`src/motion_seq_regs.svh`:
```
// Purpose: offsets, field positions and reset values for sequence start control
// Assumes: 16-bit parameter port
// Notes:   definitions only
`ifndef MOTION_SEQ_REGS_SVH
`define MOTION_SEQ_REGS_SVH

`define OFS_START_COND      16'h2d10
`define OFS_END_CHOICE      16'h2d12
`define OFS_STATUS_WORD     16'h2d14
`define OFS_CONTROL_WORD    16'h2d16
`define OFS_ROUTING         16'h2d18

`define RST_START_COND      2'h0
`define RST_END_CHOICE      1'h0
`define RST_ROUTING         16'h00c0

`define STAT_SEQ_END_BIT    10
`define CTRL_START_BIT      4
`define CTRL_SEQ_BIT        5

`define OPSTATE_READY       4'h4
`define OPSTATE_SWON        4'h5
`define OPSTATE_ENABLED     4'h6

`define DS_BITS             7
`define DS_ZERO             7'h00

// routing field positions: data-set bit map [3:0], select pin [5:4], start pin [7:6]
`define RT_DSMAP_LSB        0
`define RT_SELPIN_LSB       4
`define RT_STARTPIN_LSB     6
`define RT_SELEN_BIT        8

`endif

```
`src/motion_seq_pkg.sv`:
```
// Purpose: shared types for motion sequence start control
// Assumes: nothing beyond the header
// Notes:   state and setting enumerations only
package motion_seq_pkg;

    typedef enum logic [1:0] {
        COND_RISE  = 2'b00,
        COND_FALL  = 2'b01,
        COND_HIGH  = 2'b10,
        COND_LOW   = 2'b11
    } start_cond_t;

    typedef enum logic [2:0] {
        SEQ_IDLE    = 3'b000,
        SEQ_ARMED   = 3'b001,
        SEQ_MOVING  = 3'b010,
        SEQ_WAITTR  = 3'b011,
        SEQ_DONE    = 3'b100,
        SEQ_STOPPED = 3'b101
    } seq_state_t;

endpackage

```
`src/input_sync.sv`:
```
// Purpose: two-stage synchroniser plus edge detect for the four digital inputs
// Assumes: one clock, synchronous active-high reset
// Notes:   first stage feeds only the second stage
`timescale 1ns/1ps
module input_sync (
    // clock and reset
    input  wire logic       clk,
    input  wire logic       sys_rst,
    // raw pins
    input  wire logic [3:0] pinIn,
    // synchronised level and edges
    output logic      [3:0] pinLevel,
    output logic      [3:0] pinRise,
    output logic      [3:0] pinFall
);
    logic [3:0] stage1_reg;
    logic [3:0] stage2_reg;
    logic [3:0] stage3_reg;

    // RULE22: synchronise then detect
    always_ff @(posedge clk) begin
        if (sys_rst) begin
            stage1_reg <= 4'h0;
            stage2_reg <= 4'h0;
            stage3_reg <= 4'h0;
        end else begin
            stage1_reg <= pinIn;
            stage2_reg <= stage1_reg;
            stage3_reg <= stage2_reg;
        end
    end

    assign pinLevel = stage2_reg;
    assign pinRise  = stage2_reg & ~stage3_reg;
    assign pinFall  = ~stage2_reg & stage3_reg;
endmodule // input_sync

```
`src/motion_seq_ctrl.sv`:
```
// Purpose: start, chaining and termination control for the motion sequence operating mode
// Assumes: movement engine and data set table drive done, successor and transition inputs
// Notes:   parameter port is a write strobe plus a read address
//
// Contract
// RULE1: status word bit 10 set when the sequence reaches its end.
// RULE2: local: power stage disable ends the operating mode.
// RULE3: fieldbus: end mode on standstill plus done, wait, halt or error.
// RULE4: local: output zero shows waiting for transition condition.
// RULE5: fieldbus: output zero shows no fault in states 4, 5, 6.
// RULE6: output one shows operating state 6 only.
// RULE7: sequence start chains to named successor after the movement finishes.
// RULE8: configured transition condition holds the successor until it is true.
// RULE9: local: start-sequence input function, default on input three.
// RULE10: data set bits latched only when select confirms them.
// RULE11: no data-set bit inputs assigned: select confirms data set 0.
// RULE12: data set code on inputs zero to three, unconfirmed until select.
// RULE13: start condition 0 rise, 1 fall, 2 high, 3 low; reset 0.
// RULE14: start condition applies to first start after mode activation.
// RULE15: changed start condition takes effect at next movement only.
// RULE16: end choice 0 needs new select, 1 sets data set automatically.
// RULE17: end choice writable only with power stage disabled, effective at once.
// RULE18: fieldbus: report on bus and outputs; local: outputs only.
// RULE19: master requests start with control word bit 4 rising.
// RULE20: master sets control bit 5: 0 single, 1 sequence.
// RULE21: 128 data sets, seven-bit number.
// RULE22: digital inputs synchronised before edge and level detection.
`timescale 1ns/1ps
`include "motion_seq_regs.svh"
module motion_seq_ctrl (
    // clock and reset
    input  wire logic                   clk,
    input  wire logic                   sys_rst,
    // parameter port
    input  wire logic                   parWrite,
    input  wire logic [15:0]            parAddr,
    input  wire logic [15:0]            parWdata,
    output logic      [15:0]            parRdata,
    // mode and drive state
    input  wire logic                   modeSelected,
    input  wire logic                   fieldbusControl,
    input  wire logic                   powerEnabled,
    input  wire logic [3:0]             opState,
    input  wire logic                   standstill,
    input  wire logic                   haltOrQuickStop,
    input  wire logic                   errorDetected,
    // digital inputs
    input  wire logic [3:0]             pinIn,
    // movement engine and running data set
    input  wire logic                   moveDone,
    input  wire logic                   hasSuccessor,
    input  wire logic [`DS_BITS-1:0]    successorSet,
    input  wire logic                   hasTransition,
    input  wire logic                   transitionMet,
    // fieldbus
    input  wire logic [15:0]            drive_control_word,
    input  wire logic [`DS_BITS-1:0]    busDataSet,
    output logic      [15:0]            drive_status_word,
    // movement launch
    output logic                        launchSet,
    output logic      [`DS_BITS-1:0]    launchNumber,
    output logic                        modeActive,
    // digital outputs
    output logic                        output_line_zero,
    output logic                        output_line_one
);
    logic [1:0]                 startCond_reg;
    logic [1:0]                 condInForce_reg;
    logic                       endChoice_reg;
    logic [15:0]                routing_reg;
    logic [`DS_BITS-1:0]        confirmed_reg;
    logic                       confirmedValid_reg;
    logic                       seqMode_reg;
    logic                       seqEnd_reg;
    logic                       modeActive_reg;
    logic                       ctrlBit4_reg;
    motion_seq_pkg::seq_state_t state_reg;
    motion_seq_pkg::seq_state_t state_next;
    logic [3:0]                 pinLevel;
    logic [3:0]                 pinRise;
    logic [3:0]                 pinFall;
    logic                       localStart;
    logic                       busStart;
    logic                       startReq;
    logic                       armed;
    logic                       selectEvt;
    logic                       modeEnd;
    logic [`DS_BITS-1:0]        selectedCode;
    logic [3:0]                 dsMap;
    logic [1:0]                 selPin;
    logic [1:0]                 startPin;

    function automatic logic inState456(input logic [3:0] s);
        inState456 = (s == `OPSTATE_READY) || (s == `OPSTATE_SWON) || (s == `OPSTATE_ENABLED);
    endfunction

    input_sync u_sync (
        .clk      (clk),
        .sys_rst  (sys_rst),
        .pinIn    (pinIn),
        .pinLevel (pinLevel),
        .pinRise  (pinRise),
        .pinFall  (pinFall)
    );

    assign dsMap    = routing_reg[`RT_DSMAP_LSB +: 4];
    assign selPin   = routing_reg[`RT_SELPIN_LSB +: 2];
    assign startPin = routing_reg[`RT_STARTPIN_LSB +: 2];
    assign armed    = modeActive_reg && (state_reg == motion_seq_pkg::SEQ_ARMED);

    start_qualifier u_qual (
        .clk        (clk),
        .sys_rst    (sys_rst),
        .cond       (motion_seq_pkg::start_cond_t'(condInForce_reg)),
        .level      (pinLevel[startPin]),
        .rise       (pinRise[startPin]),
        .fall       (pinFall[startPin]),
        .armed      (armed && !fieldbusControl),
        .startPulse (localStart)
    );

    // RULE19: control word bit 4 rising
    always_ff @(posedge clk) begin
        if (sys_rst) begin
            ctrlBit4_reg <= 1'b0;
        end else begin
            ctrlBit4_reg <= drive_control_word[`CTRL_START_BIT];
        end
    end
    assign busStart = fieldbusControl && armed && drive_control_word[`CTRL_START_BIT] && !ctrlBit4_reg;
    // RULE9: local start from mapped input
    assign startReq = busStart || localStart;

    // RULE12: code on inputs zero to three, masked by bit map
    always_comb begin
        selectedCode = `DS_ZERO;
        for (int i = 0; i < 4; i++) begin
            selectedCode[i] = pinLevel[i] & dsMap[i];
        end
    end
    assign selectEvt = routing_reg[`RT_SELEN_BIT] && pinRise[selPin];

    // RULE10: latch only on select
    // RULE11: unmapped bits give data set 0
    // RULE16: automatic choice keeps the set confirmed
    always_ff @(posedge clk) begin
        if (sys_rst) begin
            confirmed_reg      <= `DS_ZERO;
            confirmedValid_reg <= 1'b0;
        end else if (!fieldbusControl && selectEvt) begin
            confirmed_reg      <= selectedCode;
            confirmedValid_reg <= 1'b1;
        end else if (state_reg == motion_seq_pkg::SEQ_DONE && !endChoice_reg) begin
            confirmedValid_reg <= 1'b0;
        end
    end

    // parameter writes
    always_ff @(posedge clk) begin
        if (sys_rst) begin
            startCond_reg <= `RST_START_COND;
            routing_reg   <= `RST_ROUTING;
        end else if (parWrite) begin
            if (parAddr == `OFS_START_COND) begin
                startCond_reg <= parWdata[1:0];
            end
            if (parAddr == `OFS_ROUTING) begin
                routing_reg <= parWdata;
            end
        end
    end

    // RULE17: end choice locked while powered
    always_ff @(posedge clk) begin
        if (sys_rst) begin
            endChoice_reg <= `RST_END_CHOICE;
        end else if (parWrite && parAddr == `OFS_END_CHOICE && !powerEnabled) begin
            endChoice_reg <= parWdata[0];
        end
    end

    // RULE14: load condition on mode activation
    // RULE15: refresh only between movements
    always_ff @(posedge clk) begin
        if (sys_rst) begin
            condInForce_reg <= `RST_START_COND;
        end else if (state_reg != motion_seq_pkg::SEQ_MOVING && state_reg != motion_seq_pkg::SEQ_WAITTR) begin
            condInForce_reg <= startCond_reg;
        end
    end

    // RULE2: local mode ends on power disable
    // RULE3: fieldbus end on standstill plus cause
    always_comb begin
        if (fieldbusControl) begin
            modeEnd = standstill && (haltOrQuickStop || errorDetected ||
                      state_reg == motion_seq_pkg::SEQ_DONE ||
                      state_reg == motion_seq_pkg::SEQ_WAITTR ||
                      state_reg == motion_seq_pkg::SEQ_STOPPED);
        end else begin
            modeEnd = !powerEnabled;
        end
    end

    always_ff @(posedge clk) begin
        if (sys_rst) begin
            modeActive_reg <= 1'b0;
        end else if (modeActive_reg && modeEnd) begin
            modeActive_reg <= 1'b0;
        end else if (!modeActive_reg && modeSelected && powerEnabled) begin
            modeActive_reg <= 1'b1;
        end
    end

    always_comb begin
        state_next = state_reg;
        case (state_reg)
            motion_seq_pkg::SEQ_IDLE: begin
                if (modeActive_reg) begin
                    state_next = motion_seq_pkg::SEQ_ARMED;
                end
            end
            motion_seq_pkg::SEQ_ARMED: begin
                if (startReq && (fieldbusControl || confirmedValid_reg)) begin
                    state_next = motion_seq_pkg::SEQ_MOVING;
                end
            end
            motion_seq_pkg::SEQ_MOVING: begin
                if (haltOrQuickStop || errorDetected) begin
                    state_next = motion_seq_pkg::SEQ_STOPPED;
                end else if (moveDone) begin
                    if (!seqMode_reg || !hasSuccessor) begin
                        state_next = motion_seq_pkg::SEQ_DONE;
                    end else if (hasTransition && !transitionMet) begin
                        state_next = motion_seq_pkg::SEQ_WAITTR;
                    end
                end
            end
            motion_seq_pkg::SEQ_WAITTR: begin
                if (haltOrQuickStop || errorDetected) begin
                    state_next = motion_seq_pkg::SEQ_STOPPED;
                end else if (transitionMet) begin
                    state_next = motion_seq_pkg::SEQ_MOVING;
                end
            end
            motion_seq_pkg::SEQ_DONE, motion_seq_pkg::SEQ_STOPPED: begin
                state_next = motion_seq_pkg::SEQ_ARMED;
            end
            default: begin
                state_next = motion_seq_pkg::SEQ_IDLE;
            end
        endcase
        if (!modeActive_reg) begin
            state_next = motion_seq_pkg::SEQ_IDLE;
        end
    end

    always_ff @(posedge clk) begin
        if (sys_rst) begin
            state_reg <= motion_seq_pkg::SEQ_IDLE;
        end else begin
            state_reg <= state_next;
        end
    end

    // RULE7: chain successor after movement
    // RULE8: hold until transition met
    // RULE20: bit 5 selects single or sequence
    // RULE21: seven-bit set number
    always_ff @(posedge clk) begin
        if (sys_rst) begin
            launchSet    <= 1'b0;
            launchNumber <= `DS_ZERO;
            seqMode_reg  <= 1'b0;
        end else begin
            launchSet <= 1'b0;
            if (state_reg == motion_seq_pkg::SEQ_ARMED && state_next == motion_seq_pkg::SEQ_MOVING) begin
                launchSet    <= 1'b1;
                launchNumber <= fieldbusControl ? busDataSet : confirmed_reg;
                seqMode_reg  <= fieldbusControl ? drive_control_word[`CTRL_SEQ_BIT] : 1'b1;
            end else if (state_next == motion_seq_pkg::SEQ_MOVING && (
                         (state_reg == motion_seq_pkg::SEQ_WAITTR) ||
                         (state_reg == motion_seq_pkg::SEQ_MOVING && moveDone))) begin
                launchSet    <= 1'b1;
                launchNumber <= successorSet;
            end
        end
    end

    // RULE1: end-of-sequence flag, cleared on next start
    always_ff @(posedge clk) begin
        if (sys_rst) begin
            seqEnd_reg <= 1'b0;
        end else if (state_next == motion_seq_pkg::SEQ_DONE && seqMode_reg) begin
            seqEnd_reg <= 1'b1;
        end else if (launchSet || !modeActive_reg) begin
            seqEnd_reg <= 1'b0;
        end
    end

    // RULE18: bus status only under fieldbus control
    always_ff @(posedge clk) begin
        if (sys_rst) begin
            drive_status_word <= 16'h0000;
        end else begin
            drive_status_word <= 16'h0000;
            drive_status_word[`STAT_SEQ_END_BIT] <= fieldbusControl && seqEnd_reg;
        end
    end

    // RULE4: start acknowledge while waiting
    // RULE5: no fault in states 4 to 6
    // RULE6: active in state 6
    always_ff @(posedge clk) begin
        if (sys_rst) begin
            output_line_zero <= 1'b0;
            output_line_one  <= 1'b0;
        end else begin
            output_line_zero <= fieldbusControl ? inState456(opState)
                                                : (state_reg == motion_seq_pkg::SEQ_WAITTR);
            output_line_one  <= (opState == `OPSTATE_ENABLED);
        end
    end

    always_ff @(posedge clk) begin
        if (sys_rst) begin
            modeActive <= 1'b0;
        end else begin
            modeActive <= modeActive_reg;
        end
    end

    // read-back
    always_ff @(posedge clk) begin
        if (sys_rst) begin
            parRdata <= 16'h0000;
        end else begin
            case (parAddr)
                `OFS_START_COND:   parRdata <= {14'h0000, startCond_reg};
                `OFS_END_CHOICE:   parRdata <= {15'h0000, endChoice_reg};
                `OFS_STATUS_WORD:  parRdata <= {5'h00, seqEnd_reg, 3'h0, launchNumber};
                `OFS_CONTROL_WORD: parRdata <= drive_control_word;
                `OFS_ROUTING:      parRdata <= routing_reg;
                default:           parRdata <= 16'h0000;
            endcase
        end
    end
endmodule // motion_seq_ctrl

```
`src/start_qualifier.sv`:
```
// Purpose: qualifies a sequence start request by the latched start condition
// Assumes: level and edges from input_sync
// Notes:   level conditions fire once per arming
`timescale 1ns/1ps
module start_qualifier (
    // clock and reset
    input  wire logic                       clk,
    input  wire logic                       sys_rst,
    // condition in force for the coming movement
    input  wire motion_seq_pkg::start_cond_t cond,
    // synchronised start input
    input  wire logic                       level,
    input  wire logic                       rise,
    input  wire logic                       fall,
    // armed from the controller
    input  wire logic                       armed,
    // qualified start, one cycle
    output logic                            startPulse
);
    logic levelUsed_reg;

    // level conditions fire only once while armed, so one hold is one start per arming
    always_ff @(posedge clk) begin
        if (sys_rst || !armed) begin
            levelUsed_reg <= 1'b0;
        end else if (startPulse) begin
            levelUsed_reg <= 1'b1;
        end
    end

    // RULE13: edge or level choice
    always_comb begin
        case (cond)
            motion_seq_pkg::COND_RISE: startPulse = armed & rise;
            motion_seq_pkg::COND_FALL: startPulse = armed & fall;
            motion_seq_pkg::COND_HIGH: startPulse = armed & level & ~levelUsed_reg;
            motion_seq_pkg::COND_LOW:  startPulse = armed & ~level & ~levelUsed_reg;
            default:                   startPulse = 1'b0;
        endcase
    end
endmodule // start_qualifier

```
`config.mk`:
```
export PLATFORM = sky130hd
export DESIGN_NAME = motion_seq_ctrl
export DESIGN_NICKNAME = d
export VERILOG_FILES = /design/src/motion_seq_pkg.sv /design/src/input_sync.sv /design/src/motion_seq_ctrl.sv /design/src/start_qualifier.sv
export VERILOG_INCLUDE_DIRS = /design/src /design/src/src
export SDC_FILE = /design/constraint.sdc
export NUM_CORES = 1
export LEC_CHECK = 0
export ABC_CLOCK_PERIOD_IN_PS = 3400
export BUFFER_PORTS_ARGS = -buffer_cell sky130_fd_sc_hd__buf_2
export CORE_MARGIN = 4
export CORE_UTILIZATION = 49
export CTS_BUF_LIST = sky130_fd_sc_hd__clkbuf_16
export DETAILED_ROUTE_END_ITERATION = 7
export PLACE_DENSITY_LB_ADDON = 0.05
export SYNTH_ARGS = -nofsm -noshare
export SYNTH_HDL_FRONTEND = slang
export SYNTH_HIERARCHICAL = 1
export SYNTH_SLANG_ARGS = --single-unit
```
`constraint.sdc`:
```
create_clock -name clk -period 3.4 [get_ports clk]
set_clock_uncertainty 0.2 [all_clocks]
set_input_delay 0.34 -clock clk [delete_from_list [all_inputs] [get_ports clk]]
set_output_delay 0.34 -clock clk [all_outputs]
set_load 0.01 [all_outputs]
```
Yosys cells after proc, flatten, opt, wreduce, memory -nomap -nowiden
Cells that the tools add are included.
Widths: inputs -> output; s select.
Cells by class
  equality and inequality tests: 20
  order comparisons: 2
  reductions and logical operators: 52
  bitwise operators: 16
  mux-type cells: 31
Operators with widths (count)
  $eq 16x14->1 const B: 5
  $pmux 16 s5: 1
  $mux 3: 8
  $logic_and 1x1->1: 22
  $mux 7: 3
  $mux 1: 13
  $eq 4x3->1 const B: 3
  $logic_or 1x1->1: 12
  $pmux 3 s4: 1
  $and 1x1->1: 10
  $eq 3x2->1 const B: 3
  $eq 3x3->1 const B: 3
  $logic_not 1->1: 9
  $and 4x4->4: 2
  $bmux 1 s2: 4
  $not 4->4: 2
  $lt 2x3->1 const B: 2
  $ne 3x2->1 const B: 2
  $reduce_bool 2->1: 3
  $eq 2x2->1 const B: 2
  $pmux 1 s4: 1
  $reduce_and 2->1: 2
  $eq 3x1->1 const B: 1
  $logic_not 3->1: 1
  other kinds (5): 6
Storage, ports and cells
  register bits: 89

Logic depth before layout (Yosys ltp)
  word-level depth: 15
  mapped depth: 11
  depth with buffers taken out: 10

By module
Netlist, hierarchy kept.
By module, submodules not included
  motion_seq_ctrl: times used 1, area each 2936.6 µm², cells an instance 324
  input_sync: times used 1, area each 416.6 µm², cells an instance 33
  start_qualifier: times used 1, area each 101.3 µm², cells an instance 13

Least setup slack after synthesis
Ideal clock, no wire load.
  kind: flip-flop to flip-flop
  start: register routing_reg[6]
  end: register launchNumber[0]
  stages on the path, launching flop included: 11
  arrival: 2416 ps
  period minus slack after synthesis: 2734 ps
  setup slack: 666 ps
  library setup time: 117 ps
  required time: 3083 ps
  cells stage by stage: dfxtp_1 > mux4_2 > xor2_1 > and3_2 > o21a_1 > o21ai_1 > nand2_1 > a22o_4 > and4_1 > buf_4 > a32o_1
Between the ends
  cells in the longest elaborated chain, start to end: 14
  elaborated cells between the ends (all ways): 24
RTL lines
  start: declaration: RTL line motion_seq_ctrl.sv:70  | logic [15:0] routing_reg;
  start signal: assignment: RTL line motion_seq_ctrl.sv:162  | routing_reg <= `RST_ROUTING;
  start signal: assignment: RTL line motion_seq_ctrl.sv:168  | routing_reg <= parWdata;
  $bmux 1 s2: RTL line motion_seq_ctrl.sv:115  | .level (pinLevel[startPin]),
  $mux 1 (not written as such): RTL line motion_seq_ctrl.sv:115
  $not 1->1: RTL line start_qualifier.sv:37  | motion_seq_pkg::COND_LOW: startPulse = armed & ~level & ~levelUsed_reg;
  $and 1x1->1 (2 in series): RTL line start_qualifier.sv:37
  $pmux 1 s4 *: RTL line start_qualifier.sv:33  | case (cond)
  named net localStart: RTL line motion_seq_ctrl.sv:82  | logic localStart;
  $logic_or 1x1->1 *: RTL line motion_seq_ctrl.sv:132  | assign startReq = busStart || localStart;
  $logic_and 1x1->1 *: RTL line motion_seq_ctrl.sv:224  | if (startReq && (fieldbusControl || confirmedValid_reg)) begin
  $mux 3 *: RTL line motion_seq_ctrl.sv:224
  $pmux 3 s4 *: RTL line motion_seq_ctrl.sv:217  | case (state_reg)
  $mux 3 *: RTL line motion_seq_ctrl.sv:253  | if (!modeActive_reg) begin
  $eq 3x2->1 *: RTL line motion_seq_ctrl.sv:277, motion_seq_ctrl.sv:281
  $logic_and 1x1->1 (on tied branches): RTL line motion_seq_ctrl.sv:277, motion_seq_ctrl.sv:281
  $mux 7 / $reduce_bool 2->1 (equally long branches)
  end signal: assignment: RTL line motion_seq_ctrl.sv:273  | launchNumber <= `DS_ZERO;
  end signal: assignment: RTL line motion_seq_ctrl.sv:279  | launchNumber <= fieldbusControl ? busDataSet : confirmed_reg;
  end signal: assignment: RTL line motion_seq_ctrl.sv:285  | launchNumber <= successorSet;
  end: declaration: RTL line motion_seq_ctrl.sv:61  | output logic [`DS_BITS-1:0] launchNumber,
The timed path passes the listed nets; every way through them passes the cells marked *. The select of a mux whose other input is x is not followed.
A chain may end at the register's enable or synchronous reset.

Worst setup path in the final report
Ends and elaborated chain as after synthesis.

==> flow_metrics.tcl <==
set metrics [dict create \
    required_ns 3.42 \
    r2r_slack_ns 0.49 \
    synth_seq_cells 74 \
    cts_hold_buf 0 \
    path_max_fanout 8 \
    fin_crit_sh 0.855 \
    wl_um 8740 \
    crit_arrival_ns 2.92 \
    grt_setup_unrepaired "no" \
    layout.nets 554 \
    crit_path_end_kind "flip-flop" \
    fill_cells 638 \
    tns_ns 0 \
    synth_cell_types 55 \
    regToRegEndpoint "launchNumber[0]" \
    row_count 30 \
    cts_setup_buffers 0 \
    die-width_um 92.0 \
    layout_setup_ws_ns 0.491 \
    ant_nets 0 \
    multiInputGateArea_um2 1750 \
    avgSynthCellArea_um2 9.34 \
    synth_edf_count 0 \
    antenna_found_initial 0 \
    ys_seq_area_frac 0.429 \
    ioPinCount 126 \
    core_um2 6830 \
    grt_pass1_wl_um 13800 \
    grt_max_degree 34 \
    grt_use_total 0.208 \
    synth_warnings 6 \
    die_height_um 92.0 \
    crit_start "routing_reg[6]" \
    clkSinkCount 74 \
    r2r_cells 9 \
    dp_slack_ns 0.501 \
    synth_cells 370 \
    syn_area_um2 3450 \
    power.density_nw_per_um2 483 \
    drive_gt1_frac 0.347 \
    place_congestion 0.866 \
    layout_common_cells "buf_2 (110), dfxtp_1 (74), nor2_1 (37)" \
    viasPerCell 5.21 \
    worstSetupStartpointType "flip-flop" \
    outcome "completed" \
    fmax_mhz 344 \
    start_util 0.506 \
    period_needed_ns 2.91 \
    area_growth_pct 24.0 \
    vias 2981 \
    cts_resized 0 \
    cts_buffers 9 \
    hpwlAfterDp_um 6550 \
    clkTransAtPathRegs_ns 0.06 \
    layout_commonest_cell "buf_2" \
    place_area_um2 3950 \
    cts_max_path_buffers 2 \
    avgRoutedWirePerCell_um 15.3 \
    die-area_um2 8460 \
    max-slew-margin-rel 0.536 \
    antenna_cells 0 \
    grt_pass1_vias 2735 \
    tightest_slew_ns 0.694 \
    maxCapViolations 0 \
    finalInstanceArea_um2 4280 \
    synthFlopType "dfxtp_1" \
    total_leakage_power_uw 0.00184 \
    finalSetupViolations 0 \
    dr.pass1.iters 4 \
    slew_violations 0 \
    hp-class "in2reg" \
    synth_top_area_cell "dfxtp_1" \
    drt_iter0_markers 140 \
    synth_area_leaders "dfxtp_1 (43%), buf_4 (4.3%), a21oi_1 (4.2%)" \
    cts_tree "yes" \
    peakVddDrop_mv 0.303 \
    h-tree-depth 3 \
    cp-endpoint "launchNumber[0]" \
    io_buffers 110 \
    synth-async-reset-ratio 0 \
    r2r_start "routing_reg[6]" \
    drc 0 \
    synth_top_area_share 0.429 \
    root_buffer "clkbuf_16" \
    insertion_delay_ns 0.33 \
    finalHoldViolations 0 \
    global_route.overflow_total 0 \
    worst-setup-path-type "reg2reg" \
    seq_area_um2 1480 \
]
-- synthesized netlist by cell type (2+ instances only) --
cell type and n:
dfxtp_1 74, nor2_1 37, nand2_1 33, a21oi_1 29, buf_4 20, nand3_1 18
nor2b_1 13, mux2i_1 12, a22oi_1 9, a32oi_1 9, clkbuf_1 8, mux2_2 8
nor2b_2 8, nand3b_1 7, a22o_1 6, inv_1 6, or2_2 6, buf_2 5
nand2b_1 5, o21ai_0 5, buf_6 4, and3_1 3, and4b_1 3, mux4_2 3
a32o_1 2, and2b_2 2, and4_1 2, nand4b_1 2, nor2b_4 2, nor3b_4 2
o211ai_1 2, o21ai_1 2
-- cells by family after synthesis --
logic type	share of synthesized area
compound gates	0.151
simple gates	0.257
mux	0.0804
xor+xnor	0.00254
flops	0.429
other cells	0.00109
buf+inv	0.0790
-- layer usage --
| layer | vias up | share of wire | global-route usage |
|---|---|---|---|
| met5 | - | 0 | 0 |
| met2 | 117 | 0.46 | 0.322 |
| met1 | 1370 | 0.44 | 0.283 |
| li1 | 1485 | - | - |
| met3 | 9 | 0.087 | 0.0509 |
| met4 | 0 | 0.011 | 0.0718 |
-- stage by stage --
| step | hold WS, ns | cells | utilization | power [uW] |
|---|---|---|---|---|
| 2_1_floorplan | 0.215 | 384 | - | 983 |
| 3_3_place_gp | 0.218 | 556 | 0.578 | 1030 |
| 3_5_place_dp | 0.233 | 556 | 0.578 | 1030 |
| 4_1_cts | 0.0151 | 572 | 0.627 | 2090 |
| 5_1_grt | 0.0181 | 572 | 0.627 | 2140 |
| 6_report | 0.0218 | 572 | 0.627 | 2070 |
-- worst max-delay path, stage by stage (launching register included) --
cell     delay [ns]
dfxtp_1        0.49
mux4_2         0.60
xor2_1         0.16
and3_2         0.20
o21a_1         0.16
o21ai_1        0.12
nand2_1        0.14
a22o_4         0.25
and4_1         0.24
a32o_1         0.24
-- worst min path at each step --
stage	slack [ns]	cells after the start	from	end
2_1_floorplan	0.21	1	u_sync/stage1_reg[1]	u_sync/pinLevel[1]
3_3_place_gp	0.22	1	u_sync/stage1_reg[1]	u_sync/pinLevel[1]
3_5_place_dp	0.23	1	u_sync/stage1_reg[0]	u_sync/pinLevel[0]
4_1_cts	0.02	2	pinIn[0]	u_sync/stage1_reg[0]
5_1_grt	0.02	2	pinIn[0]	u_sync/stage1_reg[0]
6_report	0.02	2	pinIn[0]	u_sync/stage1_reg[0]
-- final cells by class --
| class | instances | area share |
|---|---|---|
| inverters | 6 | 0.00526 |
| clock buffers | 9 | 0.0526 |
| multi-input cells | 267 | 0.409 |
| repair buffers | 113 | 0.134 |
| clock inverters | 7 | 0.0251 |
| well taps | 96 | 0.0280 |
| flip-flops and latches | 74 | 0.346 |
-- where the power goes --
group	total (uW)	switching (uW)	leakage (uW)	internal [uW]
Clock	1050	345	0.000164	708
Sequential	882	5.77	0.000599	876
Combinational	135	69.3	0.00108	65.8
Total	2070	420	0.00184	1650
Note: power is estimated with default switching activity, not from simulation.
